## config.mk

```make
export PLATFORM = sky130hd
export DESIGN_NAME = sdc_deframer_ctrl
export DESIGN_NICKNAME = d
export VERILOG_FILES = /design/src/shared/sdc_pkg.sv /design/src/hdl/sdc_deframer_ctrl.sv
export SDC_FILE = /design/constraint.sdc
export NUM_CORES = 1
export LEC_CHECK = 0
export BUFFER_PORTS_ARGS = -buffer_cell sky130_fd_sc_hd__buf_4
export CAP_MARGIN = 0
export CORE_ASPECT_RATIO = 1.75
export CORE_MARGIN = 3
export CORE_UTILIZATION = 50
export CTS_BUF_LIST = sky130_fd_sc_hd__clkbuf_8 sky130_fd_sc_hd__clkbuf_16
export CTS_CLUSTER_SIZE = 30
export DETAILED_ROUTE_END_ITERATION = 6
export PLACE_DENSITY = 0.7
export SETUP_SLACK_MARGIN = 0.02
export SYNTH_ARGS = -nofsm -noshare
export SYNTH_HDL_FRONTEND = slang
export SYNTH_SLANG_ARGS = --single-unit
```

## constraint.sdc

```tcl
create_clock -name CLOCK_IN -period 2.4 [get_ports CLOCK_IN]
set_input_delay 0.24 -clock CLOCK_IN [delete_from_list [all_inputs] [get_ports CLOCK_IN]]
set_output_delay 0.24 -clock CLOCK_IN [all_outputs]
set_load 0.02 [all_outputs]
```

## src/shared/sdc_pkg.sv

```systemverilog
// sdc_pkg: constants and types for the deframer control and status block.
// assumes a 32-bit apb register bus and two deframers sharing four receive lanes.
package sdc_pkg;

    // ----------------------------------------------------------------
    // register map (byte addresses)
    // ----------------------------------------------------------------
    localparam int SDC_ADDR_W = 8;
    localparam logic [7:0] SDC_ADDR_SERDES = 8'h00;
    localparam logic [7:0] SDC_ADDR_PRBS = 8'h04;
    localparam logic [7:0] SDC_ADDR_DFRM = 8'h08;
    localparam logic [7:0] SDC_ADDR_STATUS = 8'h0C;

    // ----------------------------------------------------------------
    // field positions
    // ----------------------------------------------------------------
    localparam int SDC_SER_SWING_LSB = 0;
    localparam int SDC_SER_PREEMPH_LSB = 2;
    localparam int SDC_SER_TXPOL_LSB = 4;
    localparam int SDC_SER_RXPOL_LSB = 8;
    localparam int SDC_SER_EQ_LSB = 12;
    localparam int SDC_PRBS_ORDER_LSB = 0;
    localparam int SDC_PRBS_LOC_BIT = 4;
    localparam int SDC_PRBS_LERR_LSB = 8;
    localparam int SDC_PRBS_SERR_BIT = 12;
    localparam int SDC_PRBS_CLR_BIT = 16;
    localparam int SDC_DFRM_SEL_LSB = 0;
    localparam int SDC_DFRM_GATE_WR_BIT = 4;
    localparam int SDC_DFRM_GATE_VAL_BIT = 5;
    localparam int SDC_DFRM_LINK_WR_BIT = 8;
    localparam int SDC_DFRM_LINK_VAL_BIT = 9;
    localparam int SDC_DFRM_OWNER_LSB = 16;
    localparam int SDC_DFRM_RD_GATE_LSB = 0;
    localparam int SDC_DFRM_RD_LINK_LSB = 2;
    localparam int SDC_STAT_D1_LSB = 8;

    // ----------------------------------------------------------------
    // reset values and limits
    // ----------------------------------------------------------------
    localparam logic [1:0] SDC_SWING_RST = 2'h1;
    localparam logic [1:0] SDC_PREEMPH_RST = 2'h0;
    localparam logic [1:0] SDC_PREEMPH_MAX = 2'h2;
    localparam logic [1:0] SDC_GATE_RST = 2'h3;
    localparam logic [3:0] SDC_OWNER_RST = 4'h0;
    localparam logic [3:0] SDC_FLUSH_CYCLES = 4'h8;

    // ----------------------------------------------------------------
    // prbs feedback taps (history bit 0 is the newest bit)
    // ----------------------------------------------------------------
    localparam int SDC_P7_TAP_A = 6;
    localparam int SDC_P7_TAP_B = 5;
    localparam int SDC_P15_TAP_A = 14;
    localparam int SDC_P15_TAP_B = 13;
    localparam int SDC_P31_TAP_A = 30;
    localparam int SDC_P31_TAP_B = 27;

    // ----------------------------------------------------------------
    // enumerations
    // ----------------------------------------------------------------
    typedef enum logic [1:0] {
        SDC_SEL_D0 = 2'b00,
        SDC_SEL_D1 = 2'b01,
        SDC_SEL_BOTH = 2'b10
    } sdc_choice_t;

    typedef enum logic [1:0] {
        SDC_PRBS_OFF = 2'b00,
        SDC_PRBS_7 = 2'b01,
        SDC_PRBS_15 = 2'b10,
        SDC_PRBS_31 = 2'b11
    } sdc_prbs_t;

    typedef enum logic [1:0] {
        SDC_LNK_OFF = 2'b00,
        SDC_LNK_FLUSH = 2'b01,
        SDC_LNK_ON = 2'b10
    } sdc_link_t;

    // ----------------------------------------------------------------
    // carriers
    // ----------------------------------------------------------------
    typedef struct packed {
        logic [1:0] rx_equaliser_level;
        logic [3:0] rx_lane_polarity_flip;
        logic [3:0] tx_lane_polarity_flip;
        logic [1:0] tx_preemphasis_level;
        logic [1:0] tx_swing_level;
    } sdc_serdes_t;

    // per-deframer core status; the three error members are one-cycle event pulses
    typedef struct packed {
        logic checksum_ok;
        logic frame_end_error;
        logic end_of_multiframe_error;
        logic frame_symbol_error;
        logic user_data;
        logic sync_level;
    } sdc_dfrm_stat_t;

endpackage

```

## src/hdl/sdc_deframer_ctrl.sv

```systemverilog
// sdc_deframer_ctrl: apb register block steering serdes lane settings, sysref gating,
// deframer link enable with lane fifo flush, prbs checking and deframer status.
// assumes deframer core status, sample data and mcs done arrive on CLOCK_IN;
// sysref, lane clock and lane data are asynchronous pins.
// Operation
// - tx swing 0..3, resets to 1
// - tx pre-emphasis 0..2, resets to 0
// - four-bit tx lane polarity flip mask
// - four-bit rx lane polarity flip mask
// - one rx equaliser level, all lanes
// - select deframer 0, 1 or both
// - prbs checker off, 7, 15 or 31
// - lane checking blocks framed link bring-up
// - sample checking uses deframed sample data
// - per-deframer sysref gate, 1 passes
// - realign only on gated sysref rising edge
// - sysref gates pass after reset
// - sequencer withholds sysref until stages done
// - link disable also disables its fifos
// - link enable resets then enables fifos
// - status bit 7 checksum matched
// - status bit 6 end-of-frame error
// - status bit 5 end-of-multiframe error
// - status bit 4 frame symbol error
// - status bit 0 internal sync level
// - status shows sysref received, user data
// - eight-bit status word per deframer
// - lane checker per lane, sample converter 0
//
// The implementer's own choices: register access over APB and the address map.
`timescale 1ns/100ps

module sdc_deframer_ctrl (
    // clock and reset
    input wire logic CLOCK_IN,
    input wire logic RSTN_IN,
    // apb slave
    input wire logic PSEL_IN,
    input wire logic PENABLE_IN,
    input wire logic PWRITE_IN,
    input wire logic [sdc_pkg::SDC_ADDR_W-1:0] PADDR_IN,
    input wire logic [31:0] PWDATA_IN,
    output logic [31:0] PRDATA_OUT,
    output logic PREADY_OUT,
    output logic PSLVERR_OUT,
    // sysref and multichip sync
    input wire logic SYSREF_IN,
    input wire logic MCS_DONE_IN,
    output logic [1:0] SYSREF_PULSE_OUT,
    // receive lanes (asynchronous)
    input wire logic LANE_CLK_IN,
    input wire logic [3:0] LANE_DATA_IN,
    // deframed converter 0 sample stream
    input wire logic SAMPLE_VALID_IN,
    input wire logic SAMPLE_BIT_IN,
    // deframer core status
    input wire sdc_pkg::sdc_dfrm_stat_t [1:0] DFRM_STAT_IN,
    // serdes and link controls
    output sdc_pkg::sdc_serdes_t SERDES_CFG_OUT,
    output logic [1:0] LINK_EN_OUT,
    output logic [3:0] LANE_FIFO_EN_OUT,
    output logic [3:0] LANE_FIFO_RST_OUT
);
    import sdc_pkg::*;

    // ----------------------------------------------------------------
    // state
    // ----------------------------------------------------------------
    typedef struct packed {
        sdc_serdes_t serdes;
        sdc_prbs_t prbs_order;
        logic prbs_at_sample;
        logic [3:0] lane_err;
        logic sample_err;
        logic [3:0][30:0] lane_hist;
        logic [30:0] sample_hist;
        sdc_choice_t stat_choice;
        logic [1:0] gate;
        logic [3:0] lane_owner;
        sdc_link_t [1:0] link_st;
        logic [1:0][3:0] flush_cnt;
        logic [1:0] eof_err;
        logic [1:0] eomf_err;
        logic [1:0] fs_err;
        logic [1:0] sysref_seen;
        logic sref_s1;
        logic sref_s2;
        logic sref_s3;
        logic lclk_s1;
        logic lclk_s2;
        logic lclk_s3;
        logic [3:0] ldata_s1;
        logic [3:0] ldata_s2;
        logic [1:0] sysref_pulse;
        logic [1:0] link_en;
        logic [3:0] fifo_en;
        logic [3:0] fifo_rst;
        logic pready;
        logic pslverr;
        logic [31:0] prdata;
    } sdc_state_t;

    sdc_state_t st;
    sdc_state_t next_st;

    // ----------------------------------------------------------------
    // helpers
    // ----------------------------------------------------------------
    // polynomial taps
    function automatic logic prbs_predict(input logic [30:0] hist, input sdc_prbs_t ord);
        logic bit_out;
        bit_out = 1'b0;
        unique case (ord)
            SDC_PRBS_7: bit_out = hist[SDC_P7_TAP_A] ^ hist[SDC_P7_TAP_B];
            SDC_PRBS_15: bit_out = hist[SDC_P15_TAP_A] ^ hist[SDC_P15_TAP_B];
            SDC_PRBS_31: bit_out = hist[SDC_P31_TAP_A] ^ hist[SDC_P31_TAP_B];
            SDC_PRBS_OFF: bit_out = 1'b0;
        endcase
        return bit_out;
    endfunction

    // does the choice cover deframer d
    function automatic logic choice_hits(input sdc_choice_t ch, input int d);
        logic hit;
        hit = (ch == SDC_SEL_BOTH) || (ch == SDC_SEL_D0 && d == 0) || (ch == SDC_SEL_D1 && d == 1);
        return hit;
    endfunction

    // eight-bit status word of one deframer
    function automatic logic [7:0] status_word(input sdc_dfrm_stat_t s, input logic eof_e,
                                               input logic eomf_e, input logic fs_e,
                                               input logic sref_seen);
        logic [7:0] w;
        w[7] = s.checksum_ok;
        w[6] = eof_e;
        w[5] = eomf_e;
        w[4] = fs_e;
        w[3] = 1'b0;
        w[2] = s.user_data;
        w[1] = sref_seen;
        w[0] = s.sync_level;
        return w;
    endfunction

    // ----------------------------------------------------------------
    // next state
    // ----------------------------------------------------------------
    always_comb begin
        logic apb_access;
        logic wr_go;
        logic addr_hit;
        logic lclk_rise;
        logic sref_rise;
        logic lane_check;
        logic pred;
        logic bit_in;
        logic [1:0] link_cmd;
        logic link_val;
        logic [31:0] rdata;
        apb_access = 1'b0;
        wr_go = 1'b0;
        addr_hit = 1'b0;
        lclk_rise = 1'b0;
        sref_rise = 1'b0;
        lane_check = 1'b0;
        pred = 1'b0;
        bit_in = 1'b0;
        link_cmd = 2'b00;
        link_val = 1'b0;
        rdata = 32'h0000_0000;
        next_st = st;

        // two-flop synchronisers; edges are taken between stage two and three
        next_st.sref_s1 = SYSREF_IN;
        next_st.sref_s2 = st.sref_s1;
        next_st.sref_s3 = st.sref_s2;
        next_st.lclk_s1 = LANE_CLK_IN;
        next_st.lclk_s2 = st.lclk_s1;
        next_st.lclk_s3 = st.lclk_s2;
        next_st.ldata_s1 = LANE_DATA_IN;
        next_st.ldata_s2 = st.ldata_s1;
        lclk_rise = st.lclk_s2 & ~st.lclk_s3;
        sref_rise = st.sref_s2 & ~st.sref_s3;

        // ------------------------------------------------------------
        // apb: one wait state so read data comes from a flop
        // ------------------------------------------------------------
        apb_access = PSEL_IN & PENABLE_IN;
        wr_go = apb_access & st.pready & PWRITE_IN & ~st.pslverr;
        addr_hit = (PADDR_IN == SDC_ADDR_SERDES) || (PADDR_IN == SDC_ADDR_PRBS) ||
                   (PADDR_IN == SDC_ADDR_DFRM) || (PADDR_IN == SDC_ADDR_STATUS);
        unique case (PADDR_IN)
            SDC_ADDR_SERDES: rdata[15:0] = {2'b00, st.serdes.rx_equaliser_level,
                                            st.serdes.rx_lane_polarity_flip,
                                            st.serdes.tx_lane_polarity_flip,
                                            st.serdes.tx_preemphasis_level,
                                            st.serdes.tx_swing_level};
            SDC_ADDR_PRBS: begin
                rdata[SDC_PRBS_ORDER_LSB +: 2] = st.prbs_order;
                rdata[SDC_PRBS_LOC_BIT] = st.prbs_at_sample;
                rdata[SDC_PRBS_LERR_LSB +: 4] = st.lane_err;
                rdata[SDC_PRBS_SERR_BIT] = st.sample_err;
            end
            SDC_ADDR_DFRM: begin
                rdata[SDC_DFRM_RD_GATE_LSB +: 2] = st.gate;
                rdata[SDC_DFRM_RD_LINK_LSB +: 2] = st.link_en;
                rdata[SDC_DFRM_OWNER_LSB +: 4] = st.lane_owner;
            end
            SDC_ADDR_STATUS: begin
                // status of the chosen deframer, both side by side
                if (st.stat_choice == SDC_SEL_D1) begin
                    rdata[7:0] = status_word(DFRM_STAT_IN[1], st.eof_err[1], st.eomf_err[1],
                                             st.fs_err[1], st.sysref_seen[1]);
                end else begin
                    rdata[7:0] = status_word(DFRM_STAT_IN[0], st.eof_err[0], st.eomf_err[0],
                                             st.fs_err[0], st.sysref_seen[0]);
                end
                if (st.stat_choice == SDC_SEL_BOTH) begin
                    rdata[SDC_STAT_D1_LSB +: 8] = status_word(DFRM_STAT_IN[1], st.eof_err[1],
                                                              st.eomf_err[1], st.fs_err[1],
                                                              st.sysref_seen[1]);
                end
            end
            default: rdata = 32'h0000_0000;
        endcase
        if (apb_access & ~st.pready) begin
            next_st.pready = 1'b1;
            next_st.pslverr = ~addr_hit;
            next_st.prdata = (addr_hit & ~PWRITE_IN) ? rdata : 32'h0000_0000;
        end else begin
            next_st.pready = 1'b0;
            next_st.pslverr = 1'b0;
            next_st.prdata = 32'h0000_0000;
        end

        // ------------------------------------------------------------
        // register writes
        // ------------------------------------------------------------
        if (wr_go && PADDR_IN == SDC_ADDR_SERDES) begin
            next_st.serdes.tx_swing_level = PWDATA_IN[SDC_SER_SWING_LSB +: 2];
            // a level above the maximum is ignored
            if (PWDATA_IN[SDC_SER_PREEMPH_LSB +: 2] <= SDC_PREEMPH_MAX) begin
                next_st.serdes.tx_preemphasis_level = PWDATA_IN[SDC_SER_PREEMPH_LSB +: 2];
            end
            next_st.serdes.tx_lane_polarity_flip = PWDATA_IN[SDC_SER_TXPOL_LSB +: 4];
            next_st.serdes.rx_lane_polarity_flip = PWDATA_IN[SDC_SER_RXPOL_LSB +: 4];
            // single equaliser level for all lanes
            next_st.serdes.rx_equaliser_level = PWDATA_IN[SDC_SER_EQ_LSB +: 2];
        end
        if (wr_go && PADDR_IN == SDC_ADDR_PRBS) begin
            next_st.prbs_order = sdc_prbs_t'(PWDATA_IN[SDC_PRBS_ORDER_LSB +: 2]);
            next_st.prbs_at_sample = PWDATA_IN[SDC_PRBS_LOC_BIT];
            if (PWDATA_IN[SDC_PRBS_CLR_BIT]) begin
                next_st.lane_err = 4'h0;
                next_st.sample_err = 1'b0;
            end
        end
        if (wr_go && PADDR_IN == SDC_ADDR_STATUS) begin
            // code 2'b11 is not a choice and keeps the previous one
            if (PWDATA_IN[SDC_DFRM_SEL_LSB +: 2] != 2'b11) begin
                next_st.stat_choice = sdc_choice_t'(PWDATA_IN[SDC_DFRM_SEL_LSB +: 2]);
            end
        end
        if (wr_go && PADDR_IN == SDC_ADDR_DFRM) begin
            next_st.lane_owner = PWDATA_IN[SDC_DFRM_OWNER_LSB +: 4];
            for (int d = 0; d < 2; d++) begin
                if (choice_hits(sdc_choice_t'(PWDATA_IN[SDC_DFRM_SEL_LSB +: 2]), d)) begin
                    if (PWDATA_IN[SDC_DFRM_GATE_WR_BIT]) begin
                        next_st.gate[d] = PWDATA_IN[SDC_DFRM_GATE_VAL_BIT];
                    end
                    link_cmd[d] = PWDATA_IN[SDC_DFRM_LINK_WR_BIT];
                end
            end
            link_val = PWDATA_IN[SDC_DFRM_LINK_VAL_BIT];
        end

        // ------------------------------------------------------------
        // link state per deframer
        // ------------------------------------------------------------
        for (int d = 0; d < 2; d++) begin
            if (link_cmd[d] && !link_val) begin
                // disable drops the link and its fifos together
                next_st.link_st[d] = SDC_LNK_OFF;
            end else if (link_cmd[d] && link_val) begin
                // every enable starts with a fifo flush
                next_st.link_st[d] = SDC_LNK_FLUSH;
                next_st.flush_cnt[d] = SDC_FLUSH_CYCLES;
                next_st.eof_err[d] = 1'b0;
                next_st.eomf_err[d] = 1'b0;
                next_st.fs_err[d] = 1'b0;
                next_st.sysref_seen[d] = 1'b0;
            end else begin
                unique case (st.link_st[d])
                    SDC_LNK_OFF: next_st.link_st[d] = SDC_LNK_OFF;
                    SDC_LNK_FLUSH: begin
                        // fifos re-enabled once the flush has run out
                        if (st.flush_cnt[d] == 4'h1) begin
                            next_st.link_st[d] = SDC_LNK_ON;
                        end
                        next_st.flush_cnt[d] = st.flush_cnt[d] - 4'h1;
                    end
                    SDC_LNK_ON: next_st.link_st[d] = SDC_LNK_ON;
                    default: next_st.link_st[d] = SDC_LNK_OFF;
                endcase
            end
            // error events captured; capture wins over the enable clear
            if (DFRM_STAT_IN[d].frame_end_error) begin
                next_st.eof_err[d] = 1'b1;
            end
            if (DFRM_STAT_IN[d].end_of_multiframe_error) begin
                next_st.eomf_err[d] = 1'b1;
            end
            if (DFRM_STAT_IN[d].frame_symbol_error) begin
                next_st.fs_err[d] = 1'b1;
            end
        end

        // ------------------------------------------------------------
        // sysref distribution
        // ------------------------------------------------------------
        for (int d = 0; d < 2; d++) begin
            // only a gated rising edge after the sequencer is done
            next_st.sysref_pulse[d] = sref_rise & st.gate[d] & MCS_DONE_IN;
            // sysref seen stays until the next link enable
            if (next_st.sysref_pulse[d]) begin
                next_st.sysref_seen[d] = 1'b1;
            end
        end

        // ------------------------------------------------------------
        // prbs checking
        // ------------------------------------------------------------
        lane_check = (st.prbs_order != SDC_PRBS_OFF) & ~st.prbs_at_sample;
        if (lane_check && lclk_rise) begin
            for (int l = 0; l < 4; l++) begin
                bit_in = st.ldata_s2[l] ^ st.serdes.rx_lane_polarity_flip[l];
                pred = prbs_predict(st.lane_hist[l], st.prbs_order);
                if (pred != bit_in) begin
                    next_st.lane_err[l] = 1'b1;
                end
                next_st.lane_hist[l] = {st.lane_hist[l][29:0], bit_in};
            end
        end
        // sample checking on converter 0 output only
        if ((st.prbs_order != SDC_PRBS_OFF) && st.prbs_at_sample && SAMPLE_VALID_IN) begin
            pred = prbs_predict(st.sample_hist, st.prbs_order);
            if (pred != SAMPLE_BIT_IN) begin
                next_st.sample_err = 1'b1;
            end
            next_st.sample_hist = {st.sample_hist[29:0], SAMPLE_BIT_IN};
        end

        // ------------------------------------------------------------
        // outputs, aligned with the new link state
        // ------------------------------------------------------------
        for (int d = 0; d < 2; d++) begin
            // raw lane checking keeps the framed link down
            next_st.link_en[d] = (next_st.link_st[d] == SDC_LNK_ON) & ~lane_check;
        end
        for (int l = 0; l < 4; l++) begin
            // each lane follows the deframer that owns it
            next_st.fifo_en[l] = next_st.link_st[next_st.lane_owner[l]] == SDC_LNK_ON;
            next_st.fifo_rst[l] = next_st.link_st[next_st.lane_owner[l]] == SDC_LNK_FLUSH;
        end
    end

    // ----------------------------------------------------------------
    // state register
    // ----------------------------------------------------------------
    always_ff @(posedge CLOCK_IN or negedge RSTN_IN) begin
        if (!RSTN_IN) begin
            st <= '0;
            st.serdes.tx_swing_level <= SDC_SWING_RST;
            st.serdes.tx_preemphasis_level <= SDC_PREEMPH_RST;
            st.gate <= SDC_GATE_RST;
            st.lane_owner <= SDC_OWNER_RST;
            st.prbs_order <= SDC_PRBS_OFF;
            st.stat_choice <= SDC_SEL_D0;
            st.link_st[0] <= SDC_LNK_OFF;
            st.link_st[1] <= SDC_LNK_OFF;
        end else begin
            st <= next_st;
        end
    end

    // ----------------------------------------------------------------
    // ports
    // ----------------------------------------------------------------
    assign PRDATA_OUT = st.prdata;
    assign PREADY_OUT = st.pready;
    assign PSLVERR_OUT = st.pslverr;
    assign SYSREF_PULSE_OUT = st.sysref_pulse;
    assign SERDES_CFG_OUT = st.serdes;
    assign LINK_EN_OUT = st.link_en;
    assign LANE_FIFO_EN_OUT = st.fifo_en;
    assign LANE_FIFO_RST_OUT = st.fifo_rst;

endmodule

```

==> reports/metrics.yaml, run 1 <==
outcome: "completed"
io_buffers: 99
power_frac_clock_pct: 42.7
reg2reg_depth: 6
p_int_mw: 6.71
critPathCaptureType: "flip-flop"
cts_buffers: 23
drive_gt1_share_pct: 39.0
cts.clk_slew.worst_paths_ns: 0.06
initial_core_util_pct: 51.5
tritoncts: "done"
ys_ff_latch: 253
route.detailed.drc: 0
synth-async-reset-ratio_pct: 100
cp.required_ns: 2.75
period_share_pct: 90.2
avgViaCountPerCell: 5.38
max_freq_ghz: 0.462
min_from: "SAMPLE_BIT_IN"
grtUsageTotal_pct: 17.0
place_area_um2: 11300
antenna_found_initial: 0
finalSetupTns_ns: 0
place_hpwl_um: 13600
stdcell_area_um2: 12300
cts_buffer_depth: 3
ioPinCount: 126
fin_skew_ns: 0.00815
overflow: 0
core-area_um2: 20500
finalCriticalPeriod_ns: 2.16
dr.pass1.iters: 6
syn_area_um2: 10600
p_per_area_nw_per_um2: 694
synth.distinct_cells: 52
yosysTopAreaCellShare_pct: 59.1
die-area_um2: 23000
final_max_slew_viol_count: 0
cts_root_buf: "clkbuf_16"
yosysWarningCount: 0
r2r-start: "st[69]$_DFFE_PN0P_"
die_h_um: 199
peakVddDrop_v: 0.000484
place_congestion: 0.872
multiInputGateArea_um2: 3660
seqCellArea_um2: 6330
p_sw_mw: 1.81
post-cts-setup-buffer-count: 0
r2r_slack_ns: 0.24
grt_max_degree: 78
syn_to_final_growth_pct: 16.0
rsz0062_at_grt: "no"
cellLeakagePower_nw: 6.27
die_w_um: 116
route.final.wire_length_um: 19300
synth_top_cell_by_area: "dfrtp_1"
hold_class: "in2reg"
drt_iter0_markers: 297
hold_path_end: "st[88]$_DFFE_PN0P_"
grt_pass1_vias: 6590
synth_edf_count: 0
cts_max_level: 1
grt_pass1_wl_um: 31800
wl_per_cell_um: 17.4
p_sw_share_pct: 21.3
cp.arrival_ns: 2.51
clk_latency_ns: 0.50
slew_headroom_pct: 58.6
cp-start-kind: "flip-flop"
reg2reg_to: "LANE_FIFO_RST_OUT[2]$_DFF_PN0_"
netlist_instances: 758
hold_violations: 0
ant_nets: 0
tightest_slew_ns: 0.621
setup-violations-final: 0
power_frac_comb_pct: 5.4
clock_sinks: 253
seq_area_frac_synth_pct: 59.8
holdPathStages: 2
post-route-util_pct: 59.8
vias: 5946
cp_max_fo: 4
synth-main-ff-cell: "dfrtp_1"
final_cell_mix: "dfrtp_1, mux2_2, buf_4, mux2i_1, nor2_1"
fillers: 1600
crit_type: "reg2reg"
rows: 69
maxCapViolCount: 0
synthTopCellsByArea: "dfrtp_1, mux2_2, buf_4"
final_common_cell: "dfrtp_1"
num_antenna_cells: 0
seq_power_share_pct: 51.8
avgSynthCellArea_um2: 14.0
nets: 921
metal layers:
metal | global-route usage, % | vias up | wire length [um] | part of all wire (%)
li1 | - | 2726 | - | -
met4 | 7.23 | 0 | 717 | 3.7
met5 | 0 | - | 0 | 0
met3 | 2.13 | 52 | 813 | 4.2
met2 | 32.3 | 161 | 10700 | 56
met1 | 18.6 | 3007 | 7000 | 36
through the flow:
stage          hold WS (ns)  worst slack, ns  total power [mW]  std cells
2_1_floorplan       -0.0556            0.513              4.69        769
3_3_place_gp          0.262            0.310              4.88       1044
3_5_place_dp          0.269            0.224              4.94       1044
4_1_cts             0.00353            0.249              8.64       1106
5_1_grt             0.00705            0.102              8.87       1106
6_report             0.0254            0.236              8.53       1106
worst max-delay path: stages, from the launching register on:
cell and delay [ns]:
dfrtp_1 0.40, inv_1 0.08, ha_1 0.15, or3b_2 0.47
a211oi_1 0.35, a2bb2oi_1 0.40, mux2i_1 0.16
synth_stat cells, types with 4 or more instances:
master,instances
and2_1,9
clkbuf_1,13
dfrtp_1,250
nor3_1,11
nor2b_1,4
mux2_2,170
ha_1,11
mux2i_1,32
inv_1,16
o211ai_1,5
a22o_1,4
o21ai_0,10
nor4_1,4
buf_4,58
xnor2_1,16
a21oi_1,11
xor2_1,10
nand2_1,12
a21o_1,8
a22oi_1,6
nand3_1,10
nor2_1,31
buf_2,12
cell families after synthesis:
kind of cell             after synthesis  share of synthesized area, %
flip-flops                           253                          59.8
multiplexers                         206                          21.8
AND/OR/NAND/NOR                      104                          5.41
buffers and inverters                103                          6.03
AO/OA/AOI/OAI                         54                          3.45
XOR/XNOR                              26                          2.15
adder cells (fa/ha/maj)               11                          1.30
other                                  1                        0.0354
area by class of cell:
cell class,count,share of cell area (%)
clock buffer,30,5.47
tap,248,2.52
inverter,16,0.489
timing repair buffer,137,9.41
sequential,253,51.5
clock inverter,9,0.743
multi-input combinational,413,29.8
power groups by stage:
stage	sequential [mW]	clock [mW]	combinational, mW
after floorplan	4.48	0	0.208
after global placement	4.49	0	0.395
after detailed placement	4.50	0	0.439
after CTS	4.42	3.75	0.471
after global routing	4.43	3.92	0.518
final	4.42	3.65	0.462
flip-flops by register name (all words and copies together) (netlist names):
register           count
LANE_FIFO_EN_OUT       4
next_st                8
st                   197
LANE_FIFO_RST_OUT      4
PREADY_OUT             1
LINK_EN_OUT            2
SYSREF_PULSE_OUT       2
SERDES_CFG_OUT        14
PRDATA_OUT            20
PSLVERR_OUT            1
how the worst max path moves through the flow:
| stage | end | slack (ns) | start | depth (start not counted) |
|---|---|---|---|---|
| 5_1_grt | LANE_FIFO_RST_OUT[2]$_DFF_PN0_ | 0.10 | st[69]$_DFFE_PN0P_ | 6 |
| 6_report | LANE_FIFO_RST_OUT[2]$_DFF_PN0_ | 0.24 | st[69]$_DFFE_PN0P_ | 6 |
| 2_1_floorplan | SERDES_CFG_OUT[11]$_DFFE_PN0P_ | 0.51 | PREADY_OUT$_DFF_PN0_ | 6 |
| 3_5_place_dp | LANE_FIFO_RST_OUT[2]$_DFF_PN0_ | 0.22 | PADDR_IN[1] | 7 |
| 3_3_place_gp | LANE_FIFO_RST_OUT[2]$_DFF_PN0_ | 0.31 | PADDR_IN[1] | 7 |
| 4_1_cts | LANE_FIFO_RST_OUT[2]$_DFF_PN0_ | 0.25 | st[69]$_DFFE_PN0P_ | 6 |
what timing repair did:
action,CTS,global route
setup endpoints to repair,0,0
hold buffers,23,0
endpoints found under the hold margin,93,0
gates resized for setup,0,0
(Power assumes the default switching activity.)
==> inputs of run 2 (changes only) <==
- clock period: 2.4 -> 2.1 ns (I/O delays scaled with it)
==> run 2 against run 1 <==
Against the previous run:
- combinational power grew 20%
- flip-flop and latch count is the same
- global-route usage shrank 0.28 points
- cell area grew 2.1%
- critical path type unchanged
==> reports/metrics.yaml, run 2 (synthesized netlist as in run 1, its figures left out) <==
outcome: "completed"  # unchanged
top_layer: "met4"  # unchanged
grt_pass1_vias: 6419  # was 6590
fin_skew_ns: 0.0208  # was 0.00815 ns
setup-violations-final: 0  # unchanged
fillers: 1574  # was 1600
cts_buffers: 23  # unchanged
clock_sinks: 253  # unchanged
rows: 69  # unchanged
route.detailed.drc: 0  # unchanged
grt_max_degree: 83  # was 78
p_per_area_nw_per_um2: 798  # was 694 nW/um2
die_h_um: 199  # unchanged
rsz0062_at_grt: "yes"  # was no
cts_root_buf: "clkbuf_16"  # unchanged
tightest_slew_ns: 0.517  # was 0.621 ns
regMostFlops: "st"  # unchanged
cp.required_ns: 2.47  # was 2.75 ns
place_congestion: 0.827  # was 0.872
tritoncts: "done"  # unchanged
cellLeakagePower_nw: 6.36  # was 6.27 nW
initial_core_util_pct: 51.5  # unchanged
cp_max_fo: 4  # unchanged
finalCriticalPeriod_ns: 1.97  # was 2.16 ns
worstSetupStartpoint: "st[69]$_DFFE_PN0P_"  # unchanged
cts_buffer_depth: 3  # unchanged
core-area_um2: 20500  # unchanged
met1_length_um: 7290  # was 7000 um
placed_cells: 1051  # was 1044
r2r-start: "st[69]$_DFFE_PN0P_"  # unchanged
final_cell_mix: "dfrtp_1, mux2_2, buf_4, dlygate4sd3_1"  # was dfrtp_1, mux2_2, buf_4, mux2i_1, nor2_1
total_power_mw: 10.0  # was 8.53 mW
period_share_pct: 93.7  # was 90.2%
endpoint: "LANE_FIFO_RST_OUT[1]$_DFF_PN0_"  # was LANE_FIFO_RST_OUT[2]$_DFF_PN0_
dr.pass1.iters: 4  # was 6
die-area_um2: 23000  # unchanged
final_max_slew_viol_count: 0  # unchanged
route.final.wire_length_um: 19200  # was 19300 um
reg2reg_to: "LANE_FIFO_RST_OUT[1]$_DFF_PN0_"  # was LANE_FIFO_RST_OUT[2]$_DFF_PN0_
cp-start-kind: "flip-flop"  # unchanged
dr_wl_met3_um: 796  # was 813 um
wl_met2_um: 10300  # was 10700 um
ioPinCount: 126  # unchanged
place_hpwl_um: 13300  # was 13600 um
vias: 5958  # was 5946
slew_headroom_pct: 65.3  # was 58.6%
maxCapViolCount: 0  # unchanged
antenna_found_initial: 0  # unchanged
crit_type: "reg2reg"  # unchanged
peakVddDrop_v: 0.000454  # was 0.000484 V
ant_nets: 0  # unchanged
grtUsageTotal_pct: 16.8  # was 17.0%
nets: 939  # was 921
clk_latency_ns: 0.52  # was 0.50 ns
r2r_slack_ns: 0.13  # was 0.24 ns
avgViaCountPerCell: 5.29  # was 5.38
cts_max_level: 1  # unchanged
io_buffers: 99  # unchanged
final_common_cell: "dfrtp_1"  # unchanged
hold_violations: 0  # unchanged
stdcell_count: 1126  # was 1106
cts.clk_slew.worst_paths_ns: 0.06  # about the same
overflow: 0  # unchanged
num_antenna_cells: 0  # unchanged
max_freq_ghz: 0.508  # was 0.462 GHz
drt_iter0_markers: 419  # was 297
reg2reg_depth: 7  # was 6
grt_pass1_wl_um: 31300  # was 31800 um
drive_gt1_share_pct: 39.7  # was 39.0%
largest_reg_flops: 197  # unchanged
die_w_um: 116  # unchanged
hold_class: "in2reg"  # unchanged
critPathCaptureType: "flip-flop"  # unchanged
syn_to_final_growth_pct: 18.5  # was 16.0%
cp.arrival_ns: 2.34  # was 2.51 ns
wl_per_cell_um: 17.0  # was 17.4 um
run 2: changes by cell type in the layout (fill, tap and decap cells not counted), sizes merged:
cell | previous run | this run
buf | 114 | 122
bufinv | 2 | 4
clkbuf | 30 | 26
clkinv | 4 | 2
clkinvlp | 0 | 4
dlygate4sd3 | 23 | 33
inv | 19 | 21
run 2: report_power, final:
group / switching [mW] / internal (mW)
Sequential: 0.0797 / 4.97
Combinational: 0.307 / 0.246
Clock: 1.80 / 2.62
run 2: repair_timing:
item	CTS	global route
buffers inserted	0	1
pin swaps	1	2
setup endpoints to repair	8	9
resized for setup	3	3
hold endpoints to repair	207	0
hold buffers	33	0
run 2: layer usage:
layer  global-route usage [%]  up-vias
met5                        0        -
met4                     6.97        0
met3                     2.37       45
met2                     30.9      143
met1                     19.0     2992
li1                         -     2778
run 2: how the worst min path moves through the flow:
stage	to	depth (start not counted)	start	slack, ns
2_1_floorplan	LANE_FIFO_EN_OUT[0]$_DFF_PN0_	0	RSTN_IN	-0.09
3_5_place_dp	PRDATA_OUT[14]$_DFF_PN0_	1	RSTN_IN	0.12
4_1_cts	PSLVERR_OUT$_DFF_PN0_	3	PENABLE_IN	0.002
5_1_grt	SYSREF_PULSE_OUT[1]$_DFF_PN0_	2	MCS_DONE_IN	0.03
6_report	st[82]$_DFF_PN0_	3	PWDATA_IN[18]	0.02
3_3_place_gp	PRDATA_OUT[15]$_DFF_PN0_	1	RSTN_IN	0.12
run 2: cell type report:
class / count / area [um2] / area share (%)
tap: 248 / 310 / 2.47
clock inverter: 15 / 191 / 1.53
multi-input combinational: 413 / 3700 / 29.5
clock buffer: 26 / 617 / 4.92
sequential: 253 / 6330 / 50.5
timing repair buffer: 155 / 1330 / 10.6
inverter: 16 / 60.1 / 0.479
run 2: metrics by stage:
stage	TNS (ns)	hold WS (ns)	utilization (%)	setup slack [ns]	instance area [um2]
3_5_place_dp	-0.0470	0.119	55.3	-0.0209	11400
2_1_floorplan	0	-0.0856	-	0.213	10600
6_report	0	0.0157	61.1	0.133	12500
5_1_grt	0	0.0259	61.1	0.0105	12500
4_1_cts	0	0.00217	60.9	0.0492	12500
3_3_place_gp	0	0.117	55.3	0.104	11400
run 2: critical path, stage by stage (launching register included):
cell and delay [ns]:
dfrtp_1 0.40, inv_1 0.10, ha_1 0.13, or3b_2 0.50, a211oi_4 0.27, buf_4 0.16, a2bb2oi_4 0.18, mux2i_1 0.09
==> inputs of run 3 (changes only) <==
- BUFFER_PORTS_ARGS: -buffer_cell sky130_fd_sc_hd__buf_4 -> not set
- CELL_PAD_IN_SITES_DETAIL_PLACEMENT: not set -> 0
- CELL_PAD_IN_SITES_GLOBAL_PLACEMENT: not set -> 2
- CORE_UTILIZATION: 50 -> 44
- DONT_BUFFER_PORTS: not set -> 1
- PLACE_DENSITY: 0.7 -> not set
- PLACE_DENSITY_LB_ADDON: not set -> 0.1
==> run 3 against run 2 <==
Against the previous run:
- the run now ends with negative hold slack left
- critical path depth is 2 lower
- total power is 3.9% lower
- cell area is 5.5% lower
- die area is 13% higher
- sequential power hardly changed
- highest routed layer unchanged
- worst setup slack better by 0.025 ns
- clock power is 4.8% lower
==> reports/metrics.yaml, run 3 (synthesized netlist as in run 1, its figures left out) <==
rsz0062_at_grt: "no"  # was yes
core-area_um2: 23500  # was 20500 um2
vias: 5626  # was 5958
nets: 848  # was 939
cp_max_fo: 13  # was 4
worstSetupStartpoint: "PSLVERR_OUT$_DFF_PN0_"  # was st[69]$_DFFE_PN0P_
grtUsageTotal_pct: 16.4  # was 16.8%
cp-start-kind: "flip-flop"  # unchanged
critPathCaptureType: "flip-flop"  # unchanged
max_freq_ghz: 0.515  # was 0.508 GHz
stdcell_count: 1093  # was 1126
cp.arrival_ns: 2.31  # was 2.34 ns
antenna_found_initial: 1  # was 0
largest_reg_flops: 197  # unchanged
wl_per_cell_um: 18.9  # was 17.0 um
max_stage_delay_ns: 0.54  # was 0.50 ns
fin_skew_ns: 0.0108  # was 0.0208 ns
p_per_area_nw_per_um2: 812  # was 798 nW/um2
tritoncts: "done"  # unchanged
place_hpwl_um: 13700  # was 13300 um
avgViaCountPerCell: 5.15  # was 5.29
finalCriticalPeriod_ns: 1.94  # was 1.97 ns
hold_violations: 253  # was 0
die_h_um: 211  # was 199 um
drive_gt1_share_pct: 31.0  # was 39.7%
maxCapViolCount: 0  # unchanged
peakVddDrop_v: 0.000528  # was 0.000454 V
cp_slowest_cell: "o211ai_1"  # was or3b_2
syn_to_final_growth_pct: 12.0  # was 18.5%
cts-hold-fix-buffers: 42  # was 33
grt_pass1_wl_um: 33400  # was 31300 um
period_share_pct: 92.5  # was 93.7%
cts.clk_slew.worst_paths_ns: 0.06  # about the same
slew_headroom_pct: 45.8  # was 65.3%
outcome: "complete, but fails checks"  # was completed
die_w_um: 123  # was 116 um
clock_sinks: 253  # unchanged
finalSetupTns_ns: 0  # unchanged
setup-violations-final: 0  # unchanged
route.detailed.drc: 0  # unchanged
cellLeakagePower_nw: 5.89  # was 6.36 nW
grt_pass1_vias: 6309  # was 6419
path_cells: "and3b_1 > nand4_1 > buf_4 > o211ai_1 > mux2i_1"  # was inv_1 > ha_1 > or3b_2 > a211oi_4 > buf_4 > a2bb2oi_4 > mux2i_1
placed_cells: 1006  # was 1051
dr.pass1.iters: 4  # unchanged
route.final.wire_length_um: 20700  # was 19200 um
tightest_slew_ns: 0.806  # was 0.517 ns
clk_latency_ns: 0.52  # about the same
rows: 74  # was 69
critPathTopFamily: "compound AO/OA/AOI/OAI gates"  # was simple AND/OR/NAND/NOR gates
final_common_cell: "dfrtp_1"  # unchanged
regMostFlops: "st"  # unchanged
hold_slack_ns: -0.616  # was 0.0157 ns
crit_type: "reg2reg"  # unchanged
drt_iter0_markers: 257  # was 419
grt_max_degree: 254  # was 83
final_cell_mix: "dfrtp_1, mux2_2, dlygate4sd3_1, nor2_1, mux2i_1"  # was dfrtp_1, mux2_2, buf_4, dlygate4sd3_1
hold_class: "in2async"  # was in2reg
die-area_um2: 26000  # was 23000 um2
place_congestion: 0.810  # was 0.827
io_buffers: 0  # was 99
r2r-start: "PSLVERR_OUT$_DFF_PN0_"  # was st[69]$_DFFE_PN0P_
path_buf_inv: 1  # was 2
final_max_slew_viol_count: 0  # unchanged
cp.required_ns: 2.46  # was 2.47 ns
initial_core_util_pct: 45.0  # was 51.5%
post-route-util_pct: 50.4  # was 61.1%
cts_max_level: 1  # unchanged
cts_buffers: 25  # was 23
overflow: 0  # unchanged
cts_root_buf: "clkbuf_16"  # unchanged
cts_buffer_depth: 3  # unchanged
violations: "negative hold slack"
ioPinCount: 126  # unchanged
ant_nets: 0  # unchanged
[run 3: worst reg2reg max path: stages (launching register included)]
cell      delay, ns
dfrtp_1        0.38
and3b_1        0.26
nand4_1        0.17
buf_4          0.26
o211ai_1       0.55
mux2i_1        0.17
[run 3: metal layers]
layer  vias up  GRT usage, %  wire length [um]
met5         -             0                 0
met4         0          6.65               713
met3        38          3.03               947
met2       116          29.9             11200
met1      2888          18.5              7790
li1       2584             -                 -
[run 3: worst paths after layout]
check / slack [ns] / depth (start not counted) / endpoint
max reg2reg: 0.16 / 5 / LANE_FIFO_EN_OUT[3]$_DFF_PN0_
min: -0.62 / 0 / PRDATA_OUT[14]$_DFF_PN0_
min in group CLOCK_IN: 0.04 / 2 / PRDATA_OUT[1]$_DFF_PN0_
max in group asynchronous: 2.17 / 0 / PRDATA_OUT[0]$_DFF_PN0_
min reg2reg: 0.35 / 0 / st[47]$_DFF_PN0_
max: 0.16 / 5 / LANE_FIFO_EN_OUT[3]$_DFF_PN0_
[run 3: area by class of cell]
class | count | area [um2]
fillers | 2058 | 11700
flip-flops and latches | 253 | 6330
multi-input cells | 413 | 3690
clock buffers | 33 | 736
repair buffers | 62 | 608
well taps | 304 | 380
inverters | 16 | 60.1
clock inverters | 11 | 45.0
diodes | 1 | 2.50
[run 3: where the power goes]
group / total (mW) / internal [mW] / switching (mW)
clock: 4.20 / 2.43 / 1.77
sequential: 5.05 / 4.97 / 0.0761
combinational: 0.384 / 0.194 / 0.190
total: 9.63 / 7.59 / 2.03
[run 3: timing repair]
item                                    CTS  global route
gates cloned                              0             0
resized for setup                         2             4
pin swaps                                 1             2
endpoints found under the setup margin    3             9
setup buffers                             0             0
endpoints found under the hold margin   322           253
[run 3: metrics by stage]
step | hold slack (ns) | cell area [um2] | power (mW) | setup WS (ns)
CTS | -0.639 | 11800 | 9.78 | 0.00293
global placement | -0.0795 | 10600 | 5.39 | 0.00876
floorplan | -0.0856 | 10600 | 5.36 | 0.213
finish | -0.616 | 11900 | 9.63 | 0.158
detailed placement | -0.0799 | 10600 | 5.42 | 0.000675
global route | -0.644 | 11900 | 10.1 | 0.0211
